<file path="config.mk">
export PLATFORM = sky130hd
export DESIGN_NAME = maec_alert_ctrl
export DESIGN_NICKNAME = d
export VERILOG_FILES = /design/src/design/maec_pkg.sv /design/src/design/maec_event_gate.sv /design/src/design/maec_fan_qualify.sv /design/src/design/maec_alert_ctrl.sv
export SDC_FILE = /design/constraint.sdc
export NUM_CORES = 1
export LEC_CHECK = 0
export ABC_AREA = 1
export BUFFER_PORTS_ARGS = -buffer_cell sky130_fd_sc_hd__buf_2
export CELL_PAD_IN_SITES_DETAIL_PLACEMENT = 0
export CELL_PAD_IN_SITES_GLOBAL_PLACEMENT = 2
export CORE_ASPECT_RATIO = 1.1
export CORE_MARGIN = 4
export CORE_UTILIZATION = 28
export DETAILED_ROUTE_END_ITERATION = 10
export PLACE_DENSITY = 0.93
export SLEW_MARGIN = 25
export SYNTH_ARGS = -nofsm -noshare
export SYNTH_HDL_FRONTEND = slang
export SYNTH_HIERARCHICAL = 1
export SYNTH_SLANG_ARGS = --single-unit
</file>
<file path="constraint.sdc">
create_clock -name mclk -period 2.5 [get_ports mclk]
set_clock_uncertainty 0.05 [all_clocks]
set_input_delay 0.625 -clock mclk [delete_from_list [all_inputs] [get_ports mclk]]
set_output_delay 0.625 -clock mclk [all_outputs]
set_load 0.005 [all_outputs]
</file>
<file path="src/design/maec_pkg.sv">
// Constants and types shared by the alert enable and configuration block
package maec_pkg;
   // Register offsets
   localparam logic [7:0] OFS_SPECIAL_FN  = 8'h7c;
   localparam logic [7:0] OFS_VOLT_EN     = 8'h7e;
   localparam logic [7:0] OFS_DEV_CFG     = 8'h7f;
   localparam logic [7:0] OFS_FAN_EN      = 8'h80;
   localparam logic [7:0] OFS_ASSOC       = 8'h81;
   localparam logic [7:0] OFS_THERM_EN    = 8'h82;
   // Reset values
   localparam logic [7:0] RST_SPECIAL_FN  = 8'h40;
   localparam logic [7:0] RST_VOLT_EN     = 8'hec;
   localparam logic [7:0] RST_DEV_CFG     = 8'h10;
   localparam logic [7:0] RST_FAN_EN      = 8'h1e;
   localparam logic [7:0] RST_ASSOC       = 8'ha4;
   localparam logic [7:0] RST_THERM_EN    = 8'h0e;
   // Writable bit masks; reserved bits read zero
   localparam logic [7:0] MSK_SPECIAL_FN  = 8'hff;
   localparam logic [7:0] MSK_VOLT_EN     = 8'hed;
   localparam logic [7:0] MSK_DEV_CFG     = 8'h73;
   localparam logic [7:0] MSK_FAN_EN      = 8'h1f;
   localparam logic [7:0] MSK_ASSOC       = 8'hff;
   localparam logic [7:0] MSK_THERM_EN    = 8'h0f;
   // Field positions
   localparam int BIT_GROUP_EN       = 0;
   localparam int BIT_MASTER_ALERT   = 2;
   localparam int BIT_SENSOR3_ALERT  = 0;
   localparam int BIT_DRIVE2_ALERT   = 1;
   localparam int BIT_THERMAL_VALID  = 3;
   localparam int BIT_SPINUP_SHORTEN = 4;
   localparam int BIT_SOFT_RESET     = 7;
   // Source counts
   localparam int NUM_SENSORS = 4;
   localparam int NUM_DRIVES  = 3;
   localparam logic [1:0]  ASSOC_RESERVED = 2'h3;
   localparam logic [7:0]  DUTY_OFF       = 8'h00;
   localparam logic [15:0] MIN_NEVER      = 16'hffff;
   typedef enum logic [2:0] {
      MAEC_IDLE  = 3'b001,
      MAEC_SOFT  = 3'b010,
      MAEC_LOCK  = 3'b100
   } maec_state_t;
endpackage : maec_pkg

</file>
<file path="src/design/maec_event_gate.sv">
// Gates raw out-of-limit events with per-source enables into sticky status
`timescale 1ns/1ps
`default_nettype none
module maec_event_gate #(
   parameter int WIDTH = 8
) (
   input  wire logic             mclk,
   input  wire logic             rst_n,
   input  wire logic             clear,
   input  wire logic [WIDTH-1:0] events,
   input  wire logic [WIDTH-1:0] enables,
   input  wire logic [WIDTH-1:0] ackBits,
   output logic      [WIDTH-1:0] status
);
   typedef struct packed {
      logic [WIDTH-1:0] stat;
   } maec_gate_t;
   maec_gate_t st_reg;
   maec_gate_t st_next;

   // Set wins over acknowledge so a coincident event is not lost
   always_comb begin
      st_next      = st_reg;
      st_next.stat = (st_reg.stat & ~ackBits) | (events & enables);
      if (clear) begin
         st_next.stat = '0;
      end
   end

   always_ff @(posedge mclk or negedge rst_n) begin
      if (!rst_n) begin
         st_reg <= '0;
      end else begin
         st_reg <= st_next;
      end
   end

   assign status = st_reg.stat;
endmodule : maec_event_gate
`default_nettype wire

</file>
<file path="src/design/maec_fan_qualify.sv">
// Suppresses speed sensor events whose drive is off, disabled or min is FFFFh
`timescale 1ns/1ps
`default_nettype none
module maec_fan_qualify
   import maec_pkg::*;
(
   input  wire logic [7:0]                   assocMap,
   input  wire logic [NUM_DRIVES*8-1:0]      driveDuty,
   input  wire logic [NUM_DRIVES-1:0]        driveEnabled,
   input  wire logic [NUM_SENSORS*16-1:0]    sensorMin,
   input  wire logic [NUM_SENSORS-1:0]       rawEvents,
   output logic      [NUM_SENSORS-1:0]       qualEvents
);
   // Reserved association code counts as no drive, so the event is held off
   function automatic logic drive_active(input logic [1:0] sel,
                                         input logic [NUM_DRIVES*8-1:0] duty,
                                         input logic [NUM_DRIVES-1:0] en);
      logic act;
      act = 1'b0;
      if (sel != ASSOC_RESERVED) begin
         act = en[sel] && (duty[sel*8 +: 8] != DUTY_OFF);
      end
      return act;
   endfunction : drive_active

   always_comb begin
      for (int i = 0; i < NUM_SENSORS; i++) begin
         qualEvents[i] = rawEvents[i]
                       && drive_active(assocMap[2*i +: 2], driveDuty, driveEnabled)
                       && (sensorMin[16*i +: 16] != MIN_NEVER);
      end
   end
endmodule : maec_fan_qualify
`default_nettype wire

</file>
<file path="src/design/maec_alert_ctrl.sv">
// Alert enable, pin select and configuration registers of the monitor
// Function
// - Lock makes all these registers read only
// - Voltage enables gate voltage status bits
// - Voltage group bit lets voltages pull alert
// - Group enables need master enable too
// - Config bit0 selects sensor three pin alert
// - Config bit1 selects drive two pin alert
// - Config bit3 shows thermal readings valid
// - Config bit4 enables spin-up shortening, default one
// - Config bit7 soft reset, self clearing
// - Fan enables gate sensor status bits
// - Fan group bit lets sensors pull alert
// - Two-bit sensor to drive association fields
// - No sensor status when drive off/disabled
// - Minimum FFFFh never sets sensor status
// - Thermal enables gate temperature status bits
// - Thermal group bit lets temperatures pull alert
// - Special function bit2 is master alert enable
// - Enabled limit violation sets status bit
`timescale 1ns/1ps
`default_nettype none
module maec_alert_ctrl
   import maec_pkg::*;
(
   input  wire logic                          mclk,
   input  wire logic                          rst_n,
   // Register port of the serial interface
   input  wire logic                          regWrite,
   input  wire logic                          regRead,
   input  wire logic [7:0]                    regAddr,
   input  wire logic [7:0]                    regWdata,
   output logic      [7:0]                    regRdata,
   output logic                               regRvalid,
   // Lock and monitor state
   input  wire logic                          globalLock,
   input  wire logic                          thermalValid,
   // Raw out-of-limit events
   input  wire logic [7:0]                    voltEvents,
   input  wire logic [maec_pkg::NUM_SENSORS-1:0] fanEvents,
   input  wire logic [2:0]                    thermEvents,
   // Fan drive context
   input  wire logic [maec_pkg::NUM_DRIVES*8-1:0]   driveDuty,
   input  wire logic [maec_pkg::NUM_DRIVES-1:0]     driveEnabled,
   input  wire logic [maec_pkg::NUM_SENSORS*16-1:0] sensorMin,
   // Status acknowledge from the status register owner
   input  wire logic [7:0]                    voltAck,
   input  wire logic [maec_pkg::NUM_SENSORS-1:0] fanAck,
   input  wire logic [2:0]                    thermAck,
   // Outputs
   output logic [7:0]                         voltStatus,
   output logic [maec_pkg::NUM_SENSORS-1:0]   fanStatus,
   output logic [2:0]                         thermStatus,
   output logic                               alert_n,
   output logic                               sensor3PinAlertSelect,
   output logic                               drive2PinAlertSelect,
   output logic                               spinupShortenEnable,
   output logic [7:0]                         sensorDriveAssoc,
   output logic                               softResetPulse
);
   import maec_pkg::*;

   typedef struct packed {
      maec_state_t state;
      logic [7:0]  specialFn;
      logic [7:0]  voltEn;
      logic [7:0]  devCfg;
      logic [7:0]  fanEn;
      logic [7:0]  assoc;
      logic [7:0]  thermEn;
      logic [7:0]  rdata;
      logic        rvalid;
      logic        alertN;
      logic        softPulse;
      logic [7:0]  vStat;
      logic [NUM_SENSORS-1:0] fStat;
      logic [2:0]  tStat;
   } maec_ctrl_t;

   maec_ctrl_t s_reg;
   maec_ctrl_t s_next;

   logic [NUM_SENSORS-1:0] fanQual;
   logic [7:0]             vGate;
   logic [NUM_SENSORS-1:0] fGate;
   logic [2:0]             tGate;
   logic                   clearStat;

   // Masked write keeps reserved bits at zero
   function automatic logic [7:0] masked(input logic [7:0] d, input logic [7:0] m);
      return d & m;
   endfunction : masked

   // Sensor events qualified by drive state and minimum limit
   maec_fan_qualify u_qual (
      .assocMap     (s_reg.assoc),
      .driveDuty    (driveDuty),
      .driveEnabled (driveEnabled),
      .sensorMin    (sensorMin),
      .rawEvents    (fanEvents),
      .qualEvents   (fanQual)
   );

   assign clearStat = (s_reg.state == MAEC_SOFT);

   // Per-source status gating, one instance per class
   maec_event_gate #(.WIDTH(8)) u_volt (
      .mclk    (mclk),
      .rst_n   (rst_n),
      .clear   (clearStat),
      .events  (voltEvents),
      .enables (s_reg.voltEn & ~8'h01),
      .ackBits (voltAck),
      .status  (vGate)
   );

   maec_event_gate #(.WIDTH(NUM_SENSORS)) u_fan (
      .mclk    (mclk),
      .rst_n   (rst_n),
      .clear   (clearStat),
      .events  (fanQual),
      .enables (s_reg.fanEn[NUM_SENSORS:1]),
      .ackBits (fanAck),
      .status  (fGate)
   );

   maec_event_gate #(.WIDTH(3)) u_therm (
      .mclk    (mclk),
      .rst_n   (rst_n),
      .clear   (clearStat),
      .events  (thermEvents),
      .enables (s_reg.thermEn[3:1]),
      .ackBits (thermAck),
      .status  (tGate)
   );

   // Register access, soft reset sequencing and alert pin
   always_comb begin
      logic writeOk;
      logic groupPend;
      writeOk  = 1'b0;
      groupPend = 1'b0;
      s_next   = s_reg;
      s_next.softPulse = 1'b0;
      s_next.rvalid    = 1'b0;

      case (s_reg.state)
         MAEC_IDLE: begin
            writeOk = regWrite;
            if (globalLock) begin
               s_next.state = MAEC_LOCK;
            end
         end
         MAEC_SOFT: begin
            // One cycle clearing status; defaults and bit 7 were restored on entry
            s_next.state = globalLock ? MAEC_LOCK : MAEC_IDLE;
         end
         MAEC_LOCK: begin
            writeOk = 1'b0;
            if (!globalLock) begin
               s_next.state = MAEC_IDLE;
            end
         end
         default: begin
            s_next.state = MAEC_IDLE;
         end
      endcase

      // Write decode
      if (writeOk && !globalLock) begin
         if (regAddr == OFS_SPECIAL_FN) begin
            s_next.specialFn = masked(regWdata, MSK_SPECIAL_FN);
         end else if (regAddr == OFS_VOLT_EN) begin
            s_next.voltEn = masked(regWdata, MSK_VOLT_EN);
         end else if (regAddr == OFS_DEV_CFG) begin
            s_next.devCfg = masked(regWdata, MSK_DEV_CFG);
            if (regWdata[BIT_SOFT_RESET]) begin
               s_next.state     = MAEC_SOFT;
               s_next.softPulse = 1'b1;
            end
         end else if (regAddr == OFS_FAN_EN) begin
            s_next.fanEn = masked(regWdata, MSK_FAN_EN);
         end else if (regAddr == OFS_ASSOC) begin
            s_next.assoc = regWdata;
         end else if (regAddr == OFS_THERM_EN) begin
            s_next.thermEn = masked(regWdata, MSK_THERM_EN);
         end
      end

      // Soft reset restores every register here to default
      if (s_next.state == MAEC_SOFT) begin
         s_next.specialFn = RST_SPECIAL_FN;
         s_next.voltEn    = RST_VOLT_EN;
         s_next.devCfg    = RST_DEV_CFG;
         s_next.fanEn     = RST_FAN_EN;
         s_next.assoc     = RST_ASSOC;
         s_next.thermEn   = RST_THERM_EN;
      end

      // Read decode; unmapped offsets return zero
      if (regRead) begin
         s_next.rvalid = 1'b1;
         if (regAddr == OFS_SPECIAL_FN) begin
            s_next.rdata = s_reg.specialFn;
         end else if (regAddr == OFS_VOLT_EN) begin
            s_next.rdata = s_reg.voltEn;
         end else if (regAddr == OFS_DEV_CFG) begin
            s_next.rdata = s_reg.devCfg;
            s_next.rdata[BIT_THERMAL_VALID] = thermalValid;
         end else if (regAddr == OFS_FAN_EN) begin
            s_next.rdata = s_reg.fanEn;
         end else if (regAddr == OFS_ASSOC) begin
            s_next.rdata = s_reg.assoc;
         end else if (regAddr == OFS_THERM_EN) begin
            s_next.rdata = s_reg.thermEn;
         end else begin
            s_next.rdata = 8'h00;
         end
      end

      // Group enables feed the pin only under the master enable
      groupPend = (s_reg.voltEn[BIT_GROUP_EN]  && (|vGate))
               || (s_reg.fanEn[BIT_GROUP_EN]   && (|fGate))
               || (s_reg.thermEn[BIT_GROUP_EN] && (|tGate));
      s_next.alertN = !(s_reg.specialFn[BIT_MASTER_ALERT] && groupPend);

      s_next.vStat = vGate;
      s_next.fStat = fGate;
      s_next.tStat = tGate;
   end

   // Control state in one register bank; sticky status sits in the gate instances
   always_ff @(posedge mclk or negedge rst_n) begin
      if (!rst_n) begin
         s_reg.state     <= MAEC_IDLE;
         s_reg.specialFn <= RST_SPECIAL_FN;
         s_reg.voltEn    <= RST_VOLT_EN;
         s_reg.devCfg    <= RST_DEV_CFG;
         s_reg.fanEn     <= RST_FAN_EN;
         s_reg.assoc     <= RST_ASSOC;
         s_reg.thermEn   <= RST_THERM_EN;
         s_reg.rdata     <= 8'h00;
         s_reg.rvalid    <= 1'b0;
         s_reg.alertN    <= 1'b1;
         s_reg.softPulse <= 1'b0;
         s_reg.vStat     <= 8'h00;
         s_reg.fStat     <= '0;
         s_reg.tStat     <= 3'h0;
      end else begin
         s_reg <= s_next;
      end
   end

   // Outputs come straight from flip-flops
   assign regRdata              = s_reg.rdata;
   assign regRvalid             = s_reg.rvalid;
   assign alert_n               = s_reg.alertN;
   assign sensor3PinAlertSelect = s_reg.devCfg[BIT_SENSOR3_ALERT];
   assign drive2PinAlertSelect  = s_reg.devCfg[BIT_DRIVE2_ALERT];
   assign spinupShortenEnable   = s_reg.devCfg[BIT_SPINUP_SHORTEN];
   assign sensorDriveAssoc      = s_reg.assoc;
   assign softResetPulse        = s_reg.softPulse;
   assign voltStatus            = s_reg.vStat;
   assign fanStatus             = s_reg.fStat;
   assign thermStatus           = s_reg.tStat;
endmodule : maec_alert_ctrl
`default_nettype wire

</file>
* Word-level counts from Yosys, hierarchy flattened
Index checks and enable logic that the tools add are counted.
** Word-level totals
- Bits in registers :: 92
- Output and inout bits :: 37
- Input bits :: 143
** Operators by class
- Order comparisons :: 4
- Reductions and logical operators :: 41
- Shifts and indexed selects :: 4
- Mux-type cells :: 49
- Bitwise gates (word level) :: 12
- Eq/ne operators :: 23
** Operators by type and width (number)
- two-way mux 8 bit :: 14
- indexed part select 24 x 6 -> 8 bit :: 4
- inequality test 16 bit, second input constant :: 4
- two-way mux 51 bit :: 1
- two-way mux 48 bit :: 1
- two-way mux 40 bit :: 1
- two-way mux 32 bit :: 1
- nonzero test 8 bit :: 4
- == test 8 x 7 -> 1 bit, second input constant :: 3
- == test 8 bit, second input constant :: 3
- two-way mux 24 bit :: 1
- two-way mux 3 bit :: 8
- logical AND 1 bit :: 17
- AND 8 bit :: 2
- two-way mux 16 bit :: 1
- two-way mux 1 bit :: 15
- nonzero test 2 bit :: 7
- < comparator 2 x 3 -> 1 bit, second input constant :: 4
- inequality test 2 x 1 -> 1 bit, second input constant :: 5
- case mux 3 bit (3 select lines) :: 1
- AND 4 bit :: 2
- binary-select mux 1 bit (select 2 bit) :: 4
- inequality test 2 bit, second input constant :: 4
- inverter 8 bit :: 1
- 21 further kinds :: 25

* Depth between registers and ports, before layout
- Depth in word-level cells :: 11
- Depth in mapped cells :: 10
- Depth with buffers taken out :: 10

* Cells and area by module
The synthesis kept the hierarchy.
** By module, submodules not included
- maec_alert_ctrl :: area each 3270.6 µm², times used 1, sequential area each 1650.3 µm², cells an instance 393
- maec_fan_qualify :: area each 440.4 µm², times used 1, sequential area each 0.0 µm², cells an instance 108
- maec_event_gate (u_volt) :: area each 371.6 µm², times used 1, sequential area each 200.2 µm², cells an instance 41
- maec_event_gate (u_fan) :: area each 165.2 µm², times used 1, sequential area each 100.1 µm², cells an instance 20
- maec_event_gate (u_therm) :: area each 123.9 µm², times used 1, sequential area each 75.1 µm², cells an instance 15

* Worst setup path after synthesis
No wires, ideal clock.
- Path kind :: input to register
- Start point :: input port regAddr[7]
- End point :: register s_reg, in the netlist sensorDriveAssoc[1]
- Setup slack :: 0.829 ns
- Data arrival time :: 1.502 ns
- Buffers on the path :: 1
- Data required time :: 2.332 ns
- Setup time :: 0.118 ns
- Stages on the path :: 9
- Path through :: inv_1 > nand2_2 > nor2_8 > nand2_2 > nor2_4 > nand3_2 > buf_6 > nand3_1 > nand2_1
** Between the ends
- Word-level cells in the longest chain between the ends :: 8
- Elaborated cells between the ends (all ways) :: 18
- Those cells by class :: 10 x eq/ne; 5 x mux; 3 x reduce/logical
** Ends and longest elaborated chain
- start: declaration :: RTL line maec_alert_ctrl.sv:31 : input wire logic [7:0] regAddr,
- == test 8 x 7 -> 1 bit :: RTL line maec_alert_ctrl.sv:175 : end else if (regAddr == OFS_DEV_CFG) begin
- two-way mux 3 bit :: RTL line maec_alert_ctrl.sv:175
- two-way mux 3 bit :: RTL line maec_alert_ctrl.sv:173 : end else if (regAddr == OFS_VOLT_EN) begin
- two-way mux 3 bit :: RTL line maec_alert_ctrl.sv:171 : if (regAddr == OFS_SPECIAL_FN) begin
- two-way mux 51 bit :: RTL line maec_alert_ctrl.sv:170 : if (writeOk && !globalLock) begin
- == test 3 x 2 -> 1 bit :: RTL line maec_alert_ctrl.sv:191 : if (s_next.state == MAEC_SOFT) begin
- inequality test 2 x 1 -> 1 bit (no line) or nonzero test 2 bit (tied branches)
- AND reduction 6 bit (no line)
- end signal: assignment :: RTL line maec_alert_ctrl.sv:250 : s_reg <= s_next;
- end: declaration :: RTL line maec_alert_ctrl.sv:80 : maec_ctrl_t s_reg;
Parallel ways exist; a longest one is shown, timed or not. The select of a mux whose other input is x is not followed.
A chain may end at the register's enable or synchronous reset.

* Worst setup path in the final report
- Start point :: input port regAddr[7]
- End point :: register s_reg, in the netlist sensorDriveAssoc[0]
The elaborated chain is that of the path after synthesis.

==> results.sh <==
export IMPL_ff2ff_setup_slack_ns=0.66
export IMPL_gr_usage_all_layers_pct=15.9
export IMPL_synthAdderAreaFrac_pct=0
export IMPL_outcome="complete, no violations"
export IMPL_drt_first_pass_iters=4
export IMPL_core_area_um2=15200
export IMPL_ys_seq_area_share_pct=46.3
export IMPL_setup_violations=0
export IMPL_ctsResizeCount=0
export IMPL_place_ws_ns=0.320
export IMPL_dpl_hpwl_mm=11.1
export IMPL_cts_tree="yes"
export IMPL_ff2ff_path_depth=7
export IMPL_async_flop_share_pct=100
export IMPL_route_vias_total=4019
export IMPL_max_slew_margin_pct=64.1
export IMPL_synth_seq_cells=80
export IMPL_comb_power_share_pct=10.4
export IMPL_die_x_um=127
export IMPL_tightest_slew_ns=0.538
export IMPL_synth_simple_area_share_pct=33.3
export IMPL_path_class="primary input to register"
export IMPL_finalHoldViolations=0
export IMPL_yosysWarnings=6
export IMPL_finalSetupTns_ns=0
export IMPL_p_clk_share_pct=46.1
export IMPL_initial_core_util_pct=28.8
export IMPL_multi_input_area_um2=1830
export IMPL_cts_setup_buffers=0
export IMPL_io_buffers=179
export IMPL_post_route_min_period_ns=1.85
export IMPL_grt_setup_unrepaired="false"
export IMPL_fillCellCount=1654
export IMPL_final_setup_worst_slack_ns=0.653
export IMPL_worstSetupStartpointType="primary input"
export IMPL_htree_levels=3
export IMPL_seqPwrFrac_pct=43.5
export IMPL_syn_area_um2=4370
export IMPL_numCtsBuffers=9
export IMPL_drt_drc_violations_left=0
export IMPL_synth_top_family_by_area="simple AND/OR/NAND/NOR gates"
export IMPL_cts_hold_buf=0
export IMPL_gr_total_overflow=0
export IMPL_num_rows=47
export IMPL_yosysUniqueCellTypes=34
export IMPL_antenna_found_initial=0
export IMPL_maxSlewViolCount=0
export IMPL_num_antenna_cells=0
export IMPL_clkLatencyLatePin_ns=0.34
export IMPL_p_int_mw=2.37
export IMPL_reg2reg_to="s_reg[27]$_DFFE_PN1P_"
export IMPL_final_common_cell="nand2_1"
export IMPL_cp_required_ns=2.68
export IMPL_clk_pin_slew_worst_paths_ns=0.06
export IMPL_syn_inst=577
export IMPL_pin_count=180
export IMPL_nNetsFinal=879
export IMPL_area_delta_synth_final_pct=28.6
export IMPL_synth_edf_count=0
export IMPL_cts_sinks=80
export IMPL_vias_per_cell=4.29
export IMPL_synthFlopType="dfrtp_1"
export IMPL_synthXorXnorAreaFrac_pct=0
export IMPL_clockBufferDepth=2
export IMPL_syn_area_per_cell_um2=7.58
export IMPL_ir_worst_vdd_mv=0.329
export IMPL_wirelength_mm=13.7
export IMPL_reg2reg_from="s_reg[74]$_DFF_PN1_"
export IMPL_grt_max_degree=42
export IMPL_grt_pass1_wl_mm=22.2
export IMPL_final_cell_mix="nand2_1 (194), buf_2 (178), dfrtp_1 (61), inv_1 (59), nor2_1 (58)"
export IMPL_cp_end_kind="register"
export IMPL_largest_reg_flops=28
export IMPL_hp_class="primary input to asynchronous set/reset pin"
export IMPL_grt_pass1_vias=4234
export IMPL_max_freq_mhz=541
export IMPL_dieArea_um2=17700
export IMPL_switching_share_pct=24.4
export IMPL_cp_arrival_ns=2.03
export IMPL_synth_compound_area_share_pct=8.24
export IMPL_drtIter0Drc=215
export IMPL_power_density_nw_per_um2=558
export IMPL_p_sw_mw=0.764
export IMPL_critPathMaxFanout=16
export IMPL_layout_drive_gt1_share_pct=34.5
export IMPL_cts_root_buffer="clkbuf_16"
export IMPL_globalplace_congestion=0.820
export IMPL_post_drt_wl_per_cell_um=14.7
export IMPL_drv_cap=0
export IMPL_finalCritPeriodShare_pct=73.9
export IMPL_antenna_left=0
export IMPL_dieHeight_um=139
export IMPL_muxShareOfSynthArea_pct=0
export IMPL_final_seq_area_um2=2030
export IMPL_leakage_nw=3.09
==> worst max-delay path, stage by stage <==
cell and delay, ns:
buf_2 0.11, inv_1 0.06, nand2_2 0.08, nor3_1 0.28, nand2_1 0.24, nand3_2 0.32, nand2_1 0.18, nand2_1 0.09
nand2_1 0.05
==> area by class of cell <==
class                   instances  area share [%]
clock buffers                   9            4.01
clock inverters                 7            1.80
inverters                      63            4.23
multi-input cells             397            32.6
flip-flops and latches         80            36.0
well taps                     196            4.36
repair buffers                185            17.0
==> cells in the mapped netlist (3+ instances only) <==
master / count / area share, %
a21oi_1: 15 / 1.7
nand4_1: 16 / 2.3
dfstp_2: 19 / 11
nand3_1: 39 / 4.5
nand2_2: 8 / 1.1
nor3_1: 5 / 0.57
inv_1: 59 / 5.1
nand3_2: 3 / 0.69
buf_2: 3 / 0.34
nor2_1: 58 / 5.0
inv_2: 3 / 0.26
o21ai_0: 26 / 3.0
dfrtp_1: 61 / 35
nand2_1: 194 / 17
o21ai_1: 4 / 0.46
buf_4: 33 / 5.7
a21oi_2: 11 / 2.2
==> power groups by stage <==
stage	clock network, mW	registers [mW]	logic (mW)
floorplan	0	1.38	0.151
global placement	0	1.39	0.329
detailed placement	0	1.39	0.330
CTS	1.48	1.36	0.332
global route	1.53	1.37	0.373
finish	1.44	1.36	0.327
==> worst max path at each step <==
| stage | depth (start not counted) | slack, ns | to | from |
|---|---|---|---|---|
| floorplan | 9 | 0.83 | sensorDriveAssoc[1]$_DFFE_PN0P_ | regAddr[7] |
| CTS | 7 | 0.65 | s_reg[27]$_DFFE_PN1P_ | s_reg[74]$_DFF_PN1_ |
| global placement | 8 | 0.38 | sensorDriveAssoc[0]$_DFFE_PN0P_ | regAddr[4] |
| finish | 9 | 0.65 | sensorDriveAssoc[0]$_DFFE_PN0P_ | regAddr[7] |
| detailed placement | 9 | 0.32 | sensorDriveAssoc[0]$_DFFE_PN0P_ | regAddr[7] |
| global route | 9 | 0.47 | sensorDriveAssoc[0]$_DFFE_PN0P_ | regAddr[7] |
==> metrics by stage <==
step | total power [mW] | instances | instance area (um^2) | utilization (%) | hold slack (ns)
global placement | 1.72 | 921 | 5300 | 34.9 | 0.330
finish | 3.14 | 937 | 5620 | 37.1 | 0.204
detailed placement | 1.72 | 921 | 5300 | 34.9 | 0.331
global route | 3.27 | 937 | 5620 | 37.1 | 0.255
floorplan | 1.53 | 579 | 4380 | - | 0.279
CTS | 3.18 | 937 | 5620 | 37.1 | 0.232
==> layer usage <==
layer / part of all wire (%) / vias to the layer above / GRT usage, % / wire (um)
met3: 5.1 / 12 / 3.16 / 696
li1: - / 2118 / - / -
met5: 0 / - / 0 / 0
met1: 45 / 1810 / 21.5 / 6120
met2: 49 / 79 / 25.5 / 6780
met4: 1.0 / 0 / 4.80 / 137
==> logic make-up (layout without fill, tap and decap cells) <==
| group | after synthesis | in the layout |
|---|---|---|
| AOI/OAI and AO/OA | 61 | 61 |
| buffers and inverters | 102 | 264 |
| DFF | 80 | 80 |
| other | 1 | 3 |
| and+or+nand+nor | 333 | 333 |
No activity file was read; power rests on OpenSTA's default activity.
